--- config.mk ---
export PLATFORM = sky130hd
export DESIGN_NAME = cvlp_regs
export DESIGN_NICKNAME = d
export VERILOG_FILES = /design/src/include/cvlp_pkg.sv /design/src/rtl/cvlp_src_sel.sv /design/src/rtl/cvlp_regs.sv
export VERILOG_INCLUDE_DIRS = /design/src /design/src/include
export SDC_FILE = /design/constraint.sdc
export NUM_CORES = 1
export LEC_CHECK = 0
export ABC_CLOCK_PERIOD_IN_PS = 1600
export BUFFER_PORTS_ARGS = -buffer_cell sky130_fd_sc_hd__buf_2
export CORE_ASPECT_RATIO = 2
export CORE_MARGIN = 1
export CORE_UTILIZATION = 46
export CTS_CLUSTER_SIZE = 25
export DETAILED_ROUTE_END_ITERATION = 16
export PLACE_DENSITY_LB_ADDON = 0.12
export RECOVER_POWER = 100
export SETUP_SLACK_MARGIN = 0.2
export SLEW_MARGIN = 20
export SYNTH_ARGS = -nofsm -noshare
export SYNTH_HDL_FRONTEND = slang
export SYNTH_SLANG_ARGS = --single-unit
export TNS_END_PERCENT = 100
--- constraint.sdc ---
create_clock -name core_clk_i -period 1.6 [get_ports core_clk_i]
set_input_delay 0.24 -clock core_clk_i [delete_from_list [all_inputs] [get_ports core_clk_i]]
set_output_delay 0.24 -clock core_clk_i [all_outputs]
set_load 0.1 [all_outputs]
--- src/include/cvlp_consts.svh ---
`ifndef CVLP_CONSTS_SVH
`define CVLP_CONSTS_SVH

// Register indexes as printed; byte address is four times the index
`define CVLP_IDX_BUCK1_SLEEP   8'hb6
`define CVLP_IDX_CONV2_CTRL    8'hb7
`define CVLP_IDX_SW_SLEEP      8'hc0
`define CVLP_ADDR_BUCK1_SLEEP  12'h2d8
`define CVLP_ADDR_CONV2_CTRL   12'h2dc
`define CVLP_ADDR_SW_SLEEP     12'h300

// Field positions
`define CVLP_B1_ACT_HI         14
`define CVLP_B1_ACT_LO         12
`define CVLP_SRC_HI            9
`define CVLP_SRC_LO            8
`define CVLP_B1_ALT_HI         6
`define CVLP_B1_ALT_LO         0
`define CVLP_C2_TOPO_BIT       14
`define CVLP_C2_ACT_BIT        12
`define CVLP_C2_ILIM_BIT       6
`define CVLP_C2_RMPH_BIT       4
`define CVLP_C2_RMPL_BIT       3
`define CVLP_C2_FB_HI          1
`define CVLP_C2_FB_LO          0

// Writable bit masks and reset values
`define CVLP_B1_MASK           16'h737f
`define CVLP_C2_MASK           16'h535b
`define CVLP_B1_RESET          16'h1006
`define CVLP_C2_RESET          16'h0018

// Action, feedback and ramp codes
`define CVLP_ACT_KEEP          3'h0
`define CVLP_ACT_ALT           3'h1
`define CVLP_ACT_STBY          3'h2
`define CVLP_ACT_STBY_ALT      3'h3
`define CVLP_ACT_LDO           3'h4
`define CVLP_ACT_LDO_ALT       3'h5
`define CVLP_ACT_RSVD          3'h6
`define CVLP_ACT_OFF           3'h7
`define CVLP_FB_EXT            2'h0
`define CVLP_FB_SINK           2'h1
`define CVLP_FB_RSVD           2'h2
`define CVLP_FB_BUS            2'h3
`define CVLP_RAMP_LOWEST       2'h3

`endif

--- src/include/cvlp_pkg.sv ---
package cvlp_pkg;

    typedef enum logic [1:0] {
        CVLP_FB_EXT_DIV,
        CVLP_FB_SINK_A,
        CVLP_FB_BUS_DIV
    } cvlp_fb_type;

    typedef struct packed {
        logic       sleep_req;
        logic       alt_voltage_en;
        logic       force_standby;
        logic       force_ldo;
        logic       output_off;
        logic [6:0] alt_voltage_code;
    } cvlp_buck1_type;

    typedef struct packed {
        logic        sleep_req;
        logic        switch_mode;
        logic        output_off;
        logic        low_peak_limit;
        logic [1:0]  ramp_code;
        cvlp_fb_type feedback;
    } cvlp_conv2_type;

endpackage

--- src/rtl/cvlp_src_sel.sv ---
`timescale 1ns/100ps
`include "cvlp_consts.svh"

// Picks one sleep request source; a GPIO sleep input overrides the select
module cvlp_src_sel (
    input  wire logic [1:0] sel_i,
    input  wire logic       sw_sleep_i,
    input  wire logic [2:0] lowpower_line_i,
    input  wire logic       gpio_sleep_i,
    output logic            sleep_req_o
);

    logic picked;

    always_comb begin
        unique case (sel_i)
            2'h0: picked = sw_sleep_i;
            2'h1: picked = lowpower_line_i[0];
            2'h2: picked = lowpower_line_i[1];
            2'h3: picked = lowpower_line_i[2];
        endcase
    end

    assign sleep_req_o = picked | gpio_sleep_i;

endmodule

--- src/rtl/cvlp_regs.sv ---
// Added by the designer: the APB register port.
`timescale 1ns/100ps
`include "cvlp_consts.svh"

// Behaviour
// - Buck1 action 000 keeps settings, 001 selects the alternate voltage, 111 turns output off.
// - Buck1 action 010 forces standby and 011 forces standby with the alternate voltage.
// - Buck1 action 100 forces linear mode, 101 adds the alternate voltage, 110 is reserved.
// - Buck1 source 00 is the software sleep bit, 01..11 are low-power lines one to three.
// - An asserted GPIO sleep input requests sleep whatever the source select holds.
// - The buck1 alternate code is 25 mV per step from 0.85 V, maximum 3.4 V at 0x66.
// - Converter 2 runs boost when its topology bit is 0 and switch mode when it is 1.
// - In sleep converter 2 keeps running when its action bit is 0 and turns off when 1.
// - Converter 2 source 00 is the software sleep bit, 01..11 are low-power lines one to three.
// - Converter 2 limit bit 0 selects the higher peak current and 1 the lower.
// - The converter 2 ramp code is the high ramp bit joined with the low ramp bit.
// - Feedback select 11 forces ramp code 11 whatever the ramp bits hold.
// - Feedback 00 is the divider pin, 01 current sink A, 11 the bus divider, 10 reserved.
// - A reset from the power state machine restores every field default.
module cvlp_regs #(
    parameter int unsigned ADDR_W = 12
) (
    input  wire logic                   core_clk_i,
    input  wire logic                   rst_i,
    input  wire logic                   psm_reset_i,
    input  wire logic                   psel_i,
    input  wire logic                   penable_i,
    input  wire logic                   pwrite_i,
    input  wire logic [ADDR_W-1:0]      paddr_i,
    input  wire logic [31:0]            pwdata_i,
    input  wire logic [3:0]             pstrb_i,
    output logic                        pready_o,
    output logic [31:0]                 prdata_o,
    output logic                        pslverr_o,
    input  wire logic [2:0]             lowpower_line_i,
    input  wire logic                   gpio_sleep_i,
    output cvlp_pkg::cvlp_buck1_type    buck1_o,
    output cvlp_pkg::cvlp_conv2_type    conv2_o
);

    logic [15:0]              buck1_r;
    logic [15:0]              buck1_nxt;
    logic [15:0]              conv2_r;
    logic [15:0]              conv2_nxt;
    logic                     sw_sleep_r;
    logic                     sw_sleep_nxt;
    logic [31:0]              prdata_r;
    logic [31:0]              prdata_nxt;
    logic                     rd_wait_r;
    logic                     rd_wait_nxt;
    cvlp_pkg::cvlp_buck1_type buck1_out_r;
    cvlp_pkg::cvlp_buck1_type buck1_out_nxt;
    cvlp_pkg::cvlp_conv2_type conv2_out_r;
    cvlp_pkg::cvlp_conv2_type conv2_out_nxt;

    logic        access;
    logic        wr_en;
    logic        hit;
    logic [15:0] wmask;
    logic [15:0] wdata16;
    logic        b1_req;
    logic        c2_req;
    logic [2:0]  b1_act;
    logic [1:0]  c2_fb;
    logic [1:0]  ramp_prog;
    logic        rd_first;

    // Writes finish in the first access cycle, reads in the second
    assign access   = psel_i & penable_i;
    assign wr_en    = access & pwrite_i;
    assign rd_first = access & ~pwrite_i & ~rd_wait_r;
    assign wmask   = {{8{pstrb_i[1]}}, {8{pstrb_i[0]}}};
    assign wdata16 = pwdata_i[15:0];

    always_comb begin
        hit = 1'b0;
        unique case (paddr_i)
            `CVLP_ADDR_BUCK1_SLEEP: hit = 1'b1;
            `CVLP_ADDR_CONV2_CTRL:  hit = 1'b1;
            `CVLP_ADDR_SW_SLEEP:    hit = 1'b1;
            default:                hit = 1'b0;
        endcase
    end

    // Register file; state machine reset behaves like power-on reset
    always_comb begin
        buck1_nxt    = buck1_r;
        conv2_nxt    = conv2_r;
        sw_sleep_nxt = sw_sleep_r;
        if (psm_reset_i) begin
            buck1_nxt    = `CVLP_B1_RESET;
            conv2_nxt    = `CVLP_C2_RESET;
            sw_sleep_nxt = 1'b0;
        end else if (wr_en) begin
            // Reserved codes stored unchanged for readback
            unique case (paddr_i)
                `CVLP_ADDR_BUCK1_SLEEP: buck1_nxt = (buck1_r & ~(wmask & `CVLP_B1_MASK))
                                        | (wdata16 & wmask & `CVLP_B1_MASK);
                `CVLP_ADDR_CONV2_CTRL:  conv2_nxt = (conv2_r & ~(wmask & `CVLP_C2_MASK))
                                        | (wdata16 & wmask & `CVLP_C2_MASK);
                `CVLP_ADDR_SW_SLEEP: begin
                    if (pstrb_i[0]) begin
                        sw_sleep_nxt = pwdata_i[0];
                    end
                end
                default: ;
            endcase
        end
    end

    always_comb begin
        prdata_nxt  = prdata_r;
        rd_wait_nxt = rd_first;
        if (rd_first) begin
            unique case (paddr_i)
                `CVLP_ADDR_BUCK1_SLEEP: prdata_nxt = {16'h0000, buck1_r};
                `CVLP_ADDR_CONV2_CTRL:  prdata_nxt = {16'h0000, conv2_r};
                `CVLP_ADDR_SW_SLEEP:    prdata_nxt = {31'h0000_0000, sw_sleep_r};
                default:                prdata_nxt = 32'h0000_0000;
            endcase
        end
    end

    // Read data leaves a flop, so every read costs one wait state
    assign pready_o  = ~rd_first;
    assign prdata_o  = prdata_r;
    assign pslverr_o = access & ~hit;

    cvlp_src_sel u_b1_src (
        .sel_i           (buck1_r[`CVLP_SRC_HI:`CVLP_SRC_LO]),
        .sw_sleep_i      (sw_sleep_r),
        .lowpower_line_i (lowpower_line_i),
        .gpio_sleep_i    (gpio_sleep_i),
        .sleep_req_o     (b1_req)
    );

    cvlp_src_sel u_c2_src (
        .sel_i           (conv2_r[`CVLP_SRC_HI:`CVLP_SRC_LO]),
        .sw_sleep_i      (sw_sleep_r),
        .lowpower_line_i (lowpower_line_i),
        .gpio_sleep_i    (gpio_sleep_i),
        .sleep_req_o     (c2_req)
    );

    assign b1_act    = buck1_r[`CVLP_B1_ACT_HI:`CVLP_B1_ACT_LO];
    assign c2_fb     = conv2_r[`CVLP_C2_FB_HI:`CVLP_C2_FB_LO];
    assign ramp_prog = {conv2_r[`CVLP_C2_RMPH_BIT], conv2_r[`CVLP_C2_RMPL_BIT]};

    // Buck1 decoded controls only act while sleep is requested
    always_comb begin
        buck1_out_nxt                  = '0;
        buck1_out_nxt.sleep_req        = b1_req;
        buck1_out_nxt.alt_voltage_code = buck1_r[`CVLP_B1_ALT_HI:`CVLP_B1_ALT_LO];
        if (b1_req) begin
            unique case (b1_act)
                `CVLP_ACT_KEEP:     ;
                `CVLP_ACT_ALT:      buck1_out_nxt.alt_voltage_en = 1'b1;
                `CVLP_ACT_STBY:     buck1_out_nxt.force_standby  = 1'b1;
                `CVLP_ACT_STBY_ALT: begin
                    buck1_out_nxt.force_standby  = 1'b1;
                    buck1_out_nxt.alt_voltage_en = 1'b1;
                end
                `CVLP_ACT_LDO:      buck1_out_nxt.force_ldo = 1'b1;
                `CVLP_ACT_LDO_ALT:  begin
                    buck1_out_nxt.force_ldo      = 1'b1;
                    buck1_out_nxt.alt_voltage_en = 1'b1;
                end
                `CVLP_ACT_RSVD:     ;
                `CVLP_ACT_OFF:      buck1_out_nxt.output_off = 1'b1;
            endcase
        end
    end

    always_comb begin
        conv2_out_nxt                = conv2_out_r;
        conv2_out_nxt.sleep_req      = c2_req;
        conv2_out_nxt.switch_mode    = conv2_r[`CVLP_C2_TOPO_BIT];
        conv2_out_nxt.output_off     = c2_req & conv2_r[`CVLP_C2_ACT_BIT];
        conv2_out_nxt.low_peak_limit = conv2_r[`CVLP_C2_ILIM_BIT];
        conv2_out_nxt.ramp_code      = (c2_fb == `CVLP_FB_BUS) ? `CVLP_RAMP_LOWEST
                                       : ramp_prog;
        // Reserved feedback holds the last legal source
        unique case (c2_fb)
            `CVLP_FB_EXT:  conv2_out_nxt.feedback = cvlp_pkg::CVLP_FB_EXT_DIV;
            `CVLP_FB_SINK: conv2_out_nxt.feedback = cvlp_pkg::CVLP_FB_SINK_A;
            `CVLP_FB_RSVD: ;
            `CVLP_FB_BUS:  conv2_out_nxt.feedback = cvlp_pkg::CVLP_FB_BUS_DIV;
        endcase
        if (psm_reset_i) begin
            conv2_out_nxt.feedback = cvlp_pkg::CVLP_FB_EXT_DIV;
        end
    end

    always_ff @(posedge core_clk_i) begin
        if (rst_i) begin
            buck1_r     <= `CVLP_B1_RESET;
            conv2_r     <= `CVLP_C2_RESET;
            sw_sleep_r  <= 1'b0;
            prdata_r    <= 32'h0000_0000;
            rd_wait_r   <= 1'b0;
            buck1_out_r <= '0;
            conv2_out_r <= '0;
        end else begin
            buck1_r     <= buck1_nxt;
            conv2_r     <= conv2_nxt;
            sw_sleep_r  <= sw_sleep_nxt;
            prdata_r    <= prdata_nxt;
            rd_wait_r   <= rd_wait_nxt;
            buck1_out_r <= buck1_out_nxt;
            conv2_out_r <= conv2_out_nxt;
        end
    end

    assign buck1_o = buck1_out_r;
    assign conv2_o = conv2_out_r;

    AST_B1_OFF: assert property (
        @(posedge core_clk_i) disable iff (rst_i)
        (b1_req && b1_act == `CVLP_ACT_OFF) |=> buck1_o.output_off)
        else $error("buck1 output not turned off");

    AST_B1_ALT: assert property (
        @(posedge core_clk_i) disable iff (rst_i)
        (b1_req && b1_act == `CVLP_ACT_ALT) |=>
        (buck1_o.alt_voltage_en && !buck1_o.force_standby && !buck1_o.force_ldo))
        else $error("buck1 alternate voltage not selected");

    AST_B1_AWAKE: assert property (
        @(posedge core_clk_i) disable iff (rst_i)
        !b1_req |=> !(buck1_o.force_standby || buck1_o.force_ldo || buck1_o.output_off
                      || buck1_o.alt_voltage_en))
        else $error("buck1 mode flag set while awake");

    AST_B1_KEEP: assert property (
        @(posedge core_clk_i) disable iff (rst_i)
        (b1_act == `CVLP_ACT_KEEP || b1_act == `CVLP_ACT_RSVD) |=>
        !(buck1_o.force_standby || buck1_o.force_ldo || buck1_o.output_off
          || buck1_o.alt_voltage_en))
        else $error("buck1 keep code changed behaviour");

    AST_B1_STBY_ONLY: assert property (
        @(posedge core_clk_i) disable iff (rst_i)
        (b1_req && b1_act == `CVLP_ACT_STBY) |=>
        (buck1_o.force_standby && !buck1_o.alt_voltage_en && !buck1_o.force_ldo))
        else $error("buck1 standby wrong");

    AST_B1_STBY: assert property (
        @(posedge core_clk_i) disable iff (rst_i)
        (b1_req && b1_act == `CVLP_ACT_STBY_ALT) |=>
        (buck1_o.force_standby && buck1_o.alt_voltage_en && !buck1_o.force_ldo))
        else $error("buck1 standby with alternate voltage wrong");

    AST_B1_LDO: assert property (
        @(posedge core_clk_i) disable iff (rst_i)
        (b1_req && b1_act == `CVLP_ACT_LDO) |=>
        (buck1_o.force_ldo && !buck1_o.alt_voltage_en))
        else $error("buck1 linear mode wrong");

    AST_B1_LDO_ALT: assert property (
        @(posedge core_clk_i) disable iff (rst_i)
        (b1_req && b1_act == `CVLP_ACT_LDO_ALT) |=>
        (buck1_o.force_ldo && buck1_o.alt_voltage_en && !buck1_o.force_standby))
        else $error("buck1 linear mode with alternate voltage wrong");

    AST_B1_ALT_CODE: assert property (
        @(posedge core_clk_i) disable iff (rst_i)
        !rst_i |=>
        (buck1_o.alt_voltage_code == $past(buck1_r[`CVLP_B1_ALT_HI:`CVLP_B1_ALT_LO])))
        else $error("buck1 alternate code not passed on");

    AST_GPIO_SLEEP: assert property (
        @(posedge core_clk_i) disable iff (rst_i)
        gpio_sleep_i |=> (buck1_o.sleep_req && conv2_o.sleep_req))
        else $error("gpio sleep input ignored");

    AST_B1_SRC: assert property (
        @(posedge core_clk_i) disable iff (rst_i)
        (!gpio_sleep_i && buck1_r[`CVLP_SRC_HI:`CVLP_SRC_LO] == 2'h2) |=>
        (buck1_o.sleep_req == $past(lowpower_line_i[1])))
        else $error("buck1 sleep source wrong");

    AST_B1_SRC_SW: assert property (
        @(posedge core_clk_i) disable iff (rst_i)
        (!gpio_sleep_i && buck1_r[`CVLP_SRC_HI:`CVLP_SRC_LO] == 2'h0) |=>
        (buck1_o.sleep_req == $past(sw_sleep_r)))
        else $error("buck1 software sleep source wrong");

    AST_C2_SRC: assert property (
        @(posedge core_clk_i) disable iff (rst_i)
        (!gpio_sleep_i && conv2_r[`CVLP_SRC_HI:`CVLP_SRC_LO] == 2'h0) |=>
        (conv2_o.sleep_req == $past(sw_sleep_r)))
        else $error("conv2 sleep source wrong");

    AST_C2_SRC_LINE3: assert property (
        @(posedge core_clk_i) disable iff (rst_i)
        (!gpio_sleep_i && conv2_r[`CVLP_SRC_HI:`CVLP_SRC_LO] == 2'h3) |=>
        (conv2_o.sleep_req == $past(lowpower_line_i[2])))
        else $error("conv2 third line source wrong");

    AST_C2_TOPO: assert property (
        @(posedge core_clk_i) disable iff (rst_i)
        !rst_i |=> (conv2_o.switch_mode == $past(conv2_r[`CVLP_C2_TOPO_BIT])))
        else $error("conv2 topology wrong");

    AST_C2_OFF: assert property (
        @(posedge core_clk_i) disable iff (rst_i)
        (c2_req && conv2_r[`CVLP_C2_ACT_BIT]) |=> conv2_o.output_off)
        else $error("conv2 sleep off wrong");

    AST_C2_AWAKE: assert property (
        @(posedge core_clk_i) disable iff (rst_i)
        (!c2_req || !conv2_r[`CVLP_C2_ACT_BIT]) |=> !conv2_o.output_off)
        else $error("conv2 turned off while it should run");

    AST_C2_ILIM: assert property (
        @(posedge core_clk_i) disable iff (rst_i)
        !rst_i |=> (conv2_o.low_peak_limit == $past(conv2_r[`CVLP_C2_ILIM_BIT])))
        else $error("conv2 peak limit wrong");

    AST_C2_RAMP_PROG: assert property (
        @(posedge core_clk_i) disable iff (rst_i)
        (!rst_i && c2_fb != `CVLP_FB_BUS) |=> (conv2_o.ramp_code == $past(ramp_prog)))
        else $error("programmed ramp code wrong");

    AST_C2_RAMP: assert property (
        @(posedge core_clk_i) disable iff (rst_i)
        (c2_fb == `CVLP_FB_BUS) |=> (conv2_o.ramp_code == `CVLP_RAMP_LOWEST))
        else $error("ramp override missing");

    AST_C2_FB_EXT: assert property (
        @(posedge core_clk_i) disable iff (rst_i)
        (c2_fb == `CVLP_FB_EXT) |=> (conv2_o.feedback == cvlp_pkg::CVLP_FB_EXT_DIV))
        else $error("divider pin feedback not selected");

    AST_C2_FB_SINK: assert property (
        @(posedge core_clk_i) disable iff (rst_i)
        (!psm_reset_i && c2_fb == `CVLP_FB_SINK) |=>
        (conv2_o.feedback == cvlp_pkg::CVLP_FB_SINK_A))
        else $error("current sink feedback not selected");

    AST_C2_FB_BUS: assert property (
        @(posedge core_clk_i) disable iff (rst_i)
        (!psm_reset_i && c2_fb == `CVLP_FB_BUS) |=>
        (conv2_o.feedback == cvlp_pkg::CVLP_FB_BUS_DIV))
        else $error("bus divider feedback not selected");

    AST_C2_FB_RSVD: assert property (
        @(posedge core_clk_i) disable iff (rst_i)
        (!psm_reset_i && c2_fb == `CVLP_FB_RSVD) |=> $stable(conv2_o.feedback))
        else $error("reserved feedback changed the source");

    AST_PSM_RST: assert property (
        @(posedge core_clk_i) disable iff (rst_i)
        psm_reset_i |=> (buck1_r == `CVLP_B1_RESET && conv2_r == `CVLP_C2_RESET))
        else $error("state machine reset ignored");

    AST_PSM_SLEEP: assert property (
        @(posedge core_clk_i) disable iff (rst_i)
        psm_reset_i |=> !sw_sleep_r)
        else $error("state machine reset left software sleep set");

endmodule

==> flow_metrics.py <==
metrics = {
    "routing": {
        "drt-total-wl_um": 6060,
        "via_per_inst": 5.46,
        "first_iter_violations": 56,
        "antenna_violating_nets_post_route": 0,
        "drt-pass1-iter-count": 5,
        "remaining_routing_drc_violations": 0,
        "detail_route.wl_per_cell_um": 15.1,
        "routed_via_count": 2194,
    },
    "worst_setup_path": {
        "start_kind": "primary input",
        "setup.worst_path.class": "in2out",
        "critical_path_cell_list": "buf_6 -> or4b_4 -> nor4_4 -> o21ai_1 -> nor2b_4 -> buf_12",
        "worst-r2r-cell-count": 5,
        "end_kind": "primary output",
        "cpPeakStageDelay_ns": 0.55,
        "crit_path_max_fanout": 2,
        "worstPathArrival_ns": 1.45,
        "cpLargestDelayFamily": "simple AND/OR/NAND/NOR gates",
        "critPathRequiredTime_ns": 1.36,
        "worstReg2RegEnd": "buck1_o[10]",
        "cell_with_the_biggest_individual_delay_on_the_critical_path": "or4b_4",
        "path_buf_inv": 2,
        "worst-r2r-setup-slack_ns": 0.16,
    },
    "layout": {
        "multi_input_comb_area_mm2": 0.00111,
        "layout.cell_area.non_filler_mm2": 0.00290,
        "drive_above_1_share": 0.301,
        "layout.cells.most_common": "dfxtp_1",
        "fillers": 510,
        "mostFrequentLayoutCells": "dfxtp_1, a21oi_1, clkbuf_2, buf_2, o21ai_0",
        "area_delta_synth_final_pct": 21.3,
        "final_net_count": 402,
        "antenna_cells_inserted": 0,
        "area.sequential_mm2": 0.00110,
    },
    "placed_design": {
        "placed_cell_area_mm2": 0.00279,
        "gp_congestion": 0.857,
        "hpwl_detailed_um": 4470,
        "place.port_buffers": 69,
    },
    "clock_tree": {
        "worst_skew_pair.late_latency_ns": 0.31,
        "clockBufferDepth": 2,
        "numClockSinks": 55,
        "cts_tree": "yes",
        "numCtsBuffers": 5,
        "cts.root.buffer_cell": "clkbuf_8",
        "clk_pin_slew_ns": 0.09,
        "cts_max_level": 2,
        "post_cts_hold_buffer_count": 0,
    },
    "pwr": {
        "power_per_cell_area_mw_per_mm2": 930,
        "vdd_drop_max_uv": 817,
        "design_power_total_mw": 2.69,
        "static-leakage-power_nw": 1.18,
    },
    "floorplan": {
        "dieArea_mm2": 0.00550,
        "pin_count": 112,
        "die_width_um": 52.9,
        "core.rowCount": 36,
        "start_util": 0.486,
        "core_area_mm2": 0.00491,
        "die_y_um": 104,
    },
    "sta": {
        "fin_skew_ns": 0.00252,
        "max_slew.worst_pin.slew_ns": 0.709,
        "worst_slack_ns": -0.0917,
        "number_of_endpoints_failing_setup_at_the_final_stage": 1,
        "finalHoldViolations": 0,
        "finalSetupTns_ns": -0.0917,
        "final_max_slew_viol_count": 0,
        "min_period_over_period": 1.06,
        "whs_ns": 0.180,
        "max_freq_mhz": 591,
        "slew_headroom": 0.528,
        "layout_min_cycle_time_ns": 1.69,
        "rsz_0062_raised_after_global_routing": "true",
    },
    "logic_synthesis": {
        "synth_edf_count": 0,
        "avgSynthCellArea_um2": 8.94,
        "synth.yosys.seq_area_share": 0.461,
        "yosys_register_bits": 55,
        "synthCells": 267,
        "cell_area_synth_mm2": 0.00239,
        "synthDistinctLibCells": 34,
        "yosys_most_used_dff": "dfxtp_1",
        "synth-warning-count": 0,
        "synth-async-reset-ratio": 0,
    },
    "global_routing": {
        "antenna_found_initial": 0,
        "first_global_vias": 2130,
        "gr-total-overflow": 0,
        "grt.total_usage": 0.244,
        "grt_pass1_wl_um": 9810,
        "largest_net_degree_at_the_start_of_global_routing": 23,
    },
    "run": {
        "max_cap_viol_count": 0,
    },
    "hold_path": {
        "hold_path_startpoint": "pwdata_i[5]",
        "worst_hold_path.num_cells": 3,
        "min-delay-path-class": "in2reg",
    },
    "run_status": {
        "status": "finished, violations left",
        "failed_checks": "negative setup slack",
    },
}
## final cells by class
class,count,share of cell area
sequential,55,0.380
multi-input combinational,190,0.384
inverter,4,0.00518
tap,57,0.0246
clock buffer,8,0.0346
timing repair buffer,88,0.171
## how the worst max path moves through the flow
stage	from	endpoint	slack [ns]	cells after the start
after floorplan	paddr_i[5]	pslverr_o	0.08	4
after global placement	paddr_i[6]	pslverr_o	-0.21	6
after detailed placement	paddr_i[6]	pslverr_o	-0.23	6
after CTS	paddr_i[6]	pslverr_o	-0.10	6
after global routing	paddr_i[6]	pslverr_o	-0.14	6
final	paddr_i[6]	pslverr_o	-0.09	6
## per-stage QoR
stage,instances,util,worst slack (ns)
global route,402,0.590,-0.136
floorplan,286,-,0.0773
detailed placement,393,0.569,-0.234
CTS,402,0.599,-0.102
global placement,393,0.569,-0.213
finish,402,0.590,-0.0917
## repair_timing
item / 4_1_cts / 5_1_grt
buffers inserted: 1 / 0
setup endpoints to repair: 5 / 4
gates resized for setup: 8 / 1
endpoints found under the hold margin: 0 / 0
## kinds of logic after synthesis
group	after synthesis	synth area share
AO/OA/AOI/OAI	65	0.143
buffers and inverters	41	0.106
flip-flops	55	0.461
multiplexers	10	0.0566
other	1	0.00157
AND/OR/NAND/NOR	95	0.232
## where the power goes
part           total, mW  switching, mW  internal, mW
clock              0.845          0.449         0.396
combinational      0.469          0.390        0.0796
sequential          1.38        0.00237          1.38
## synth_stat cells (all sizes together), types with 4 or more instances
cell	number	area share
nand4	11	0.029
inv	4	0.0063
buf	28	0.086
nor2b	10	0.026
nand3	20	0.042
clkbuf	9	0.014
mux2	8	0.038
a21oi	34	0.071
nand2	16	0.025
and2	4	0.010
nor3	7	0.015
dfxtp	55	0.46
and4	6	0.022
nor2	10	0.016
o21ai	24	0.050
## metal layers
layer | global-route usage | up-vias | wire length [µm]
met5 | 0 | - | 0
met2 | 0.438 | 99 | 3390
met4 | 0.135 | 0 | 197
met1 | 0.242 | 1023 | 2110
li1 | - | 1055 | -
met3 | 0.0512 | 17 | 359
## worst reg2reg max path, cell delays in order (launching register included)
cell	delay, ns
dfxtp_1	0.38
mux4_2	0.52
o21bai_1	0.21
inv_1	0.09
nand2_1	0.10
a21oi_1	0.04
Note: power is estimated with default switching activity, not from simulation.
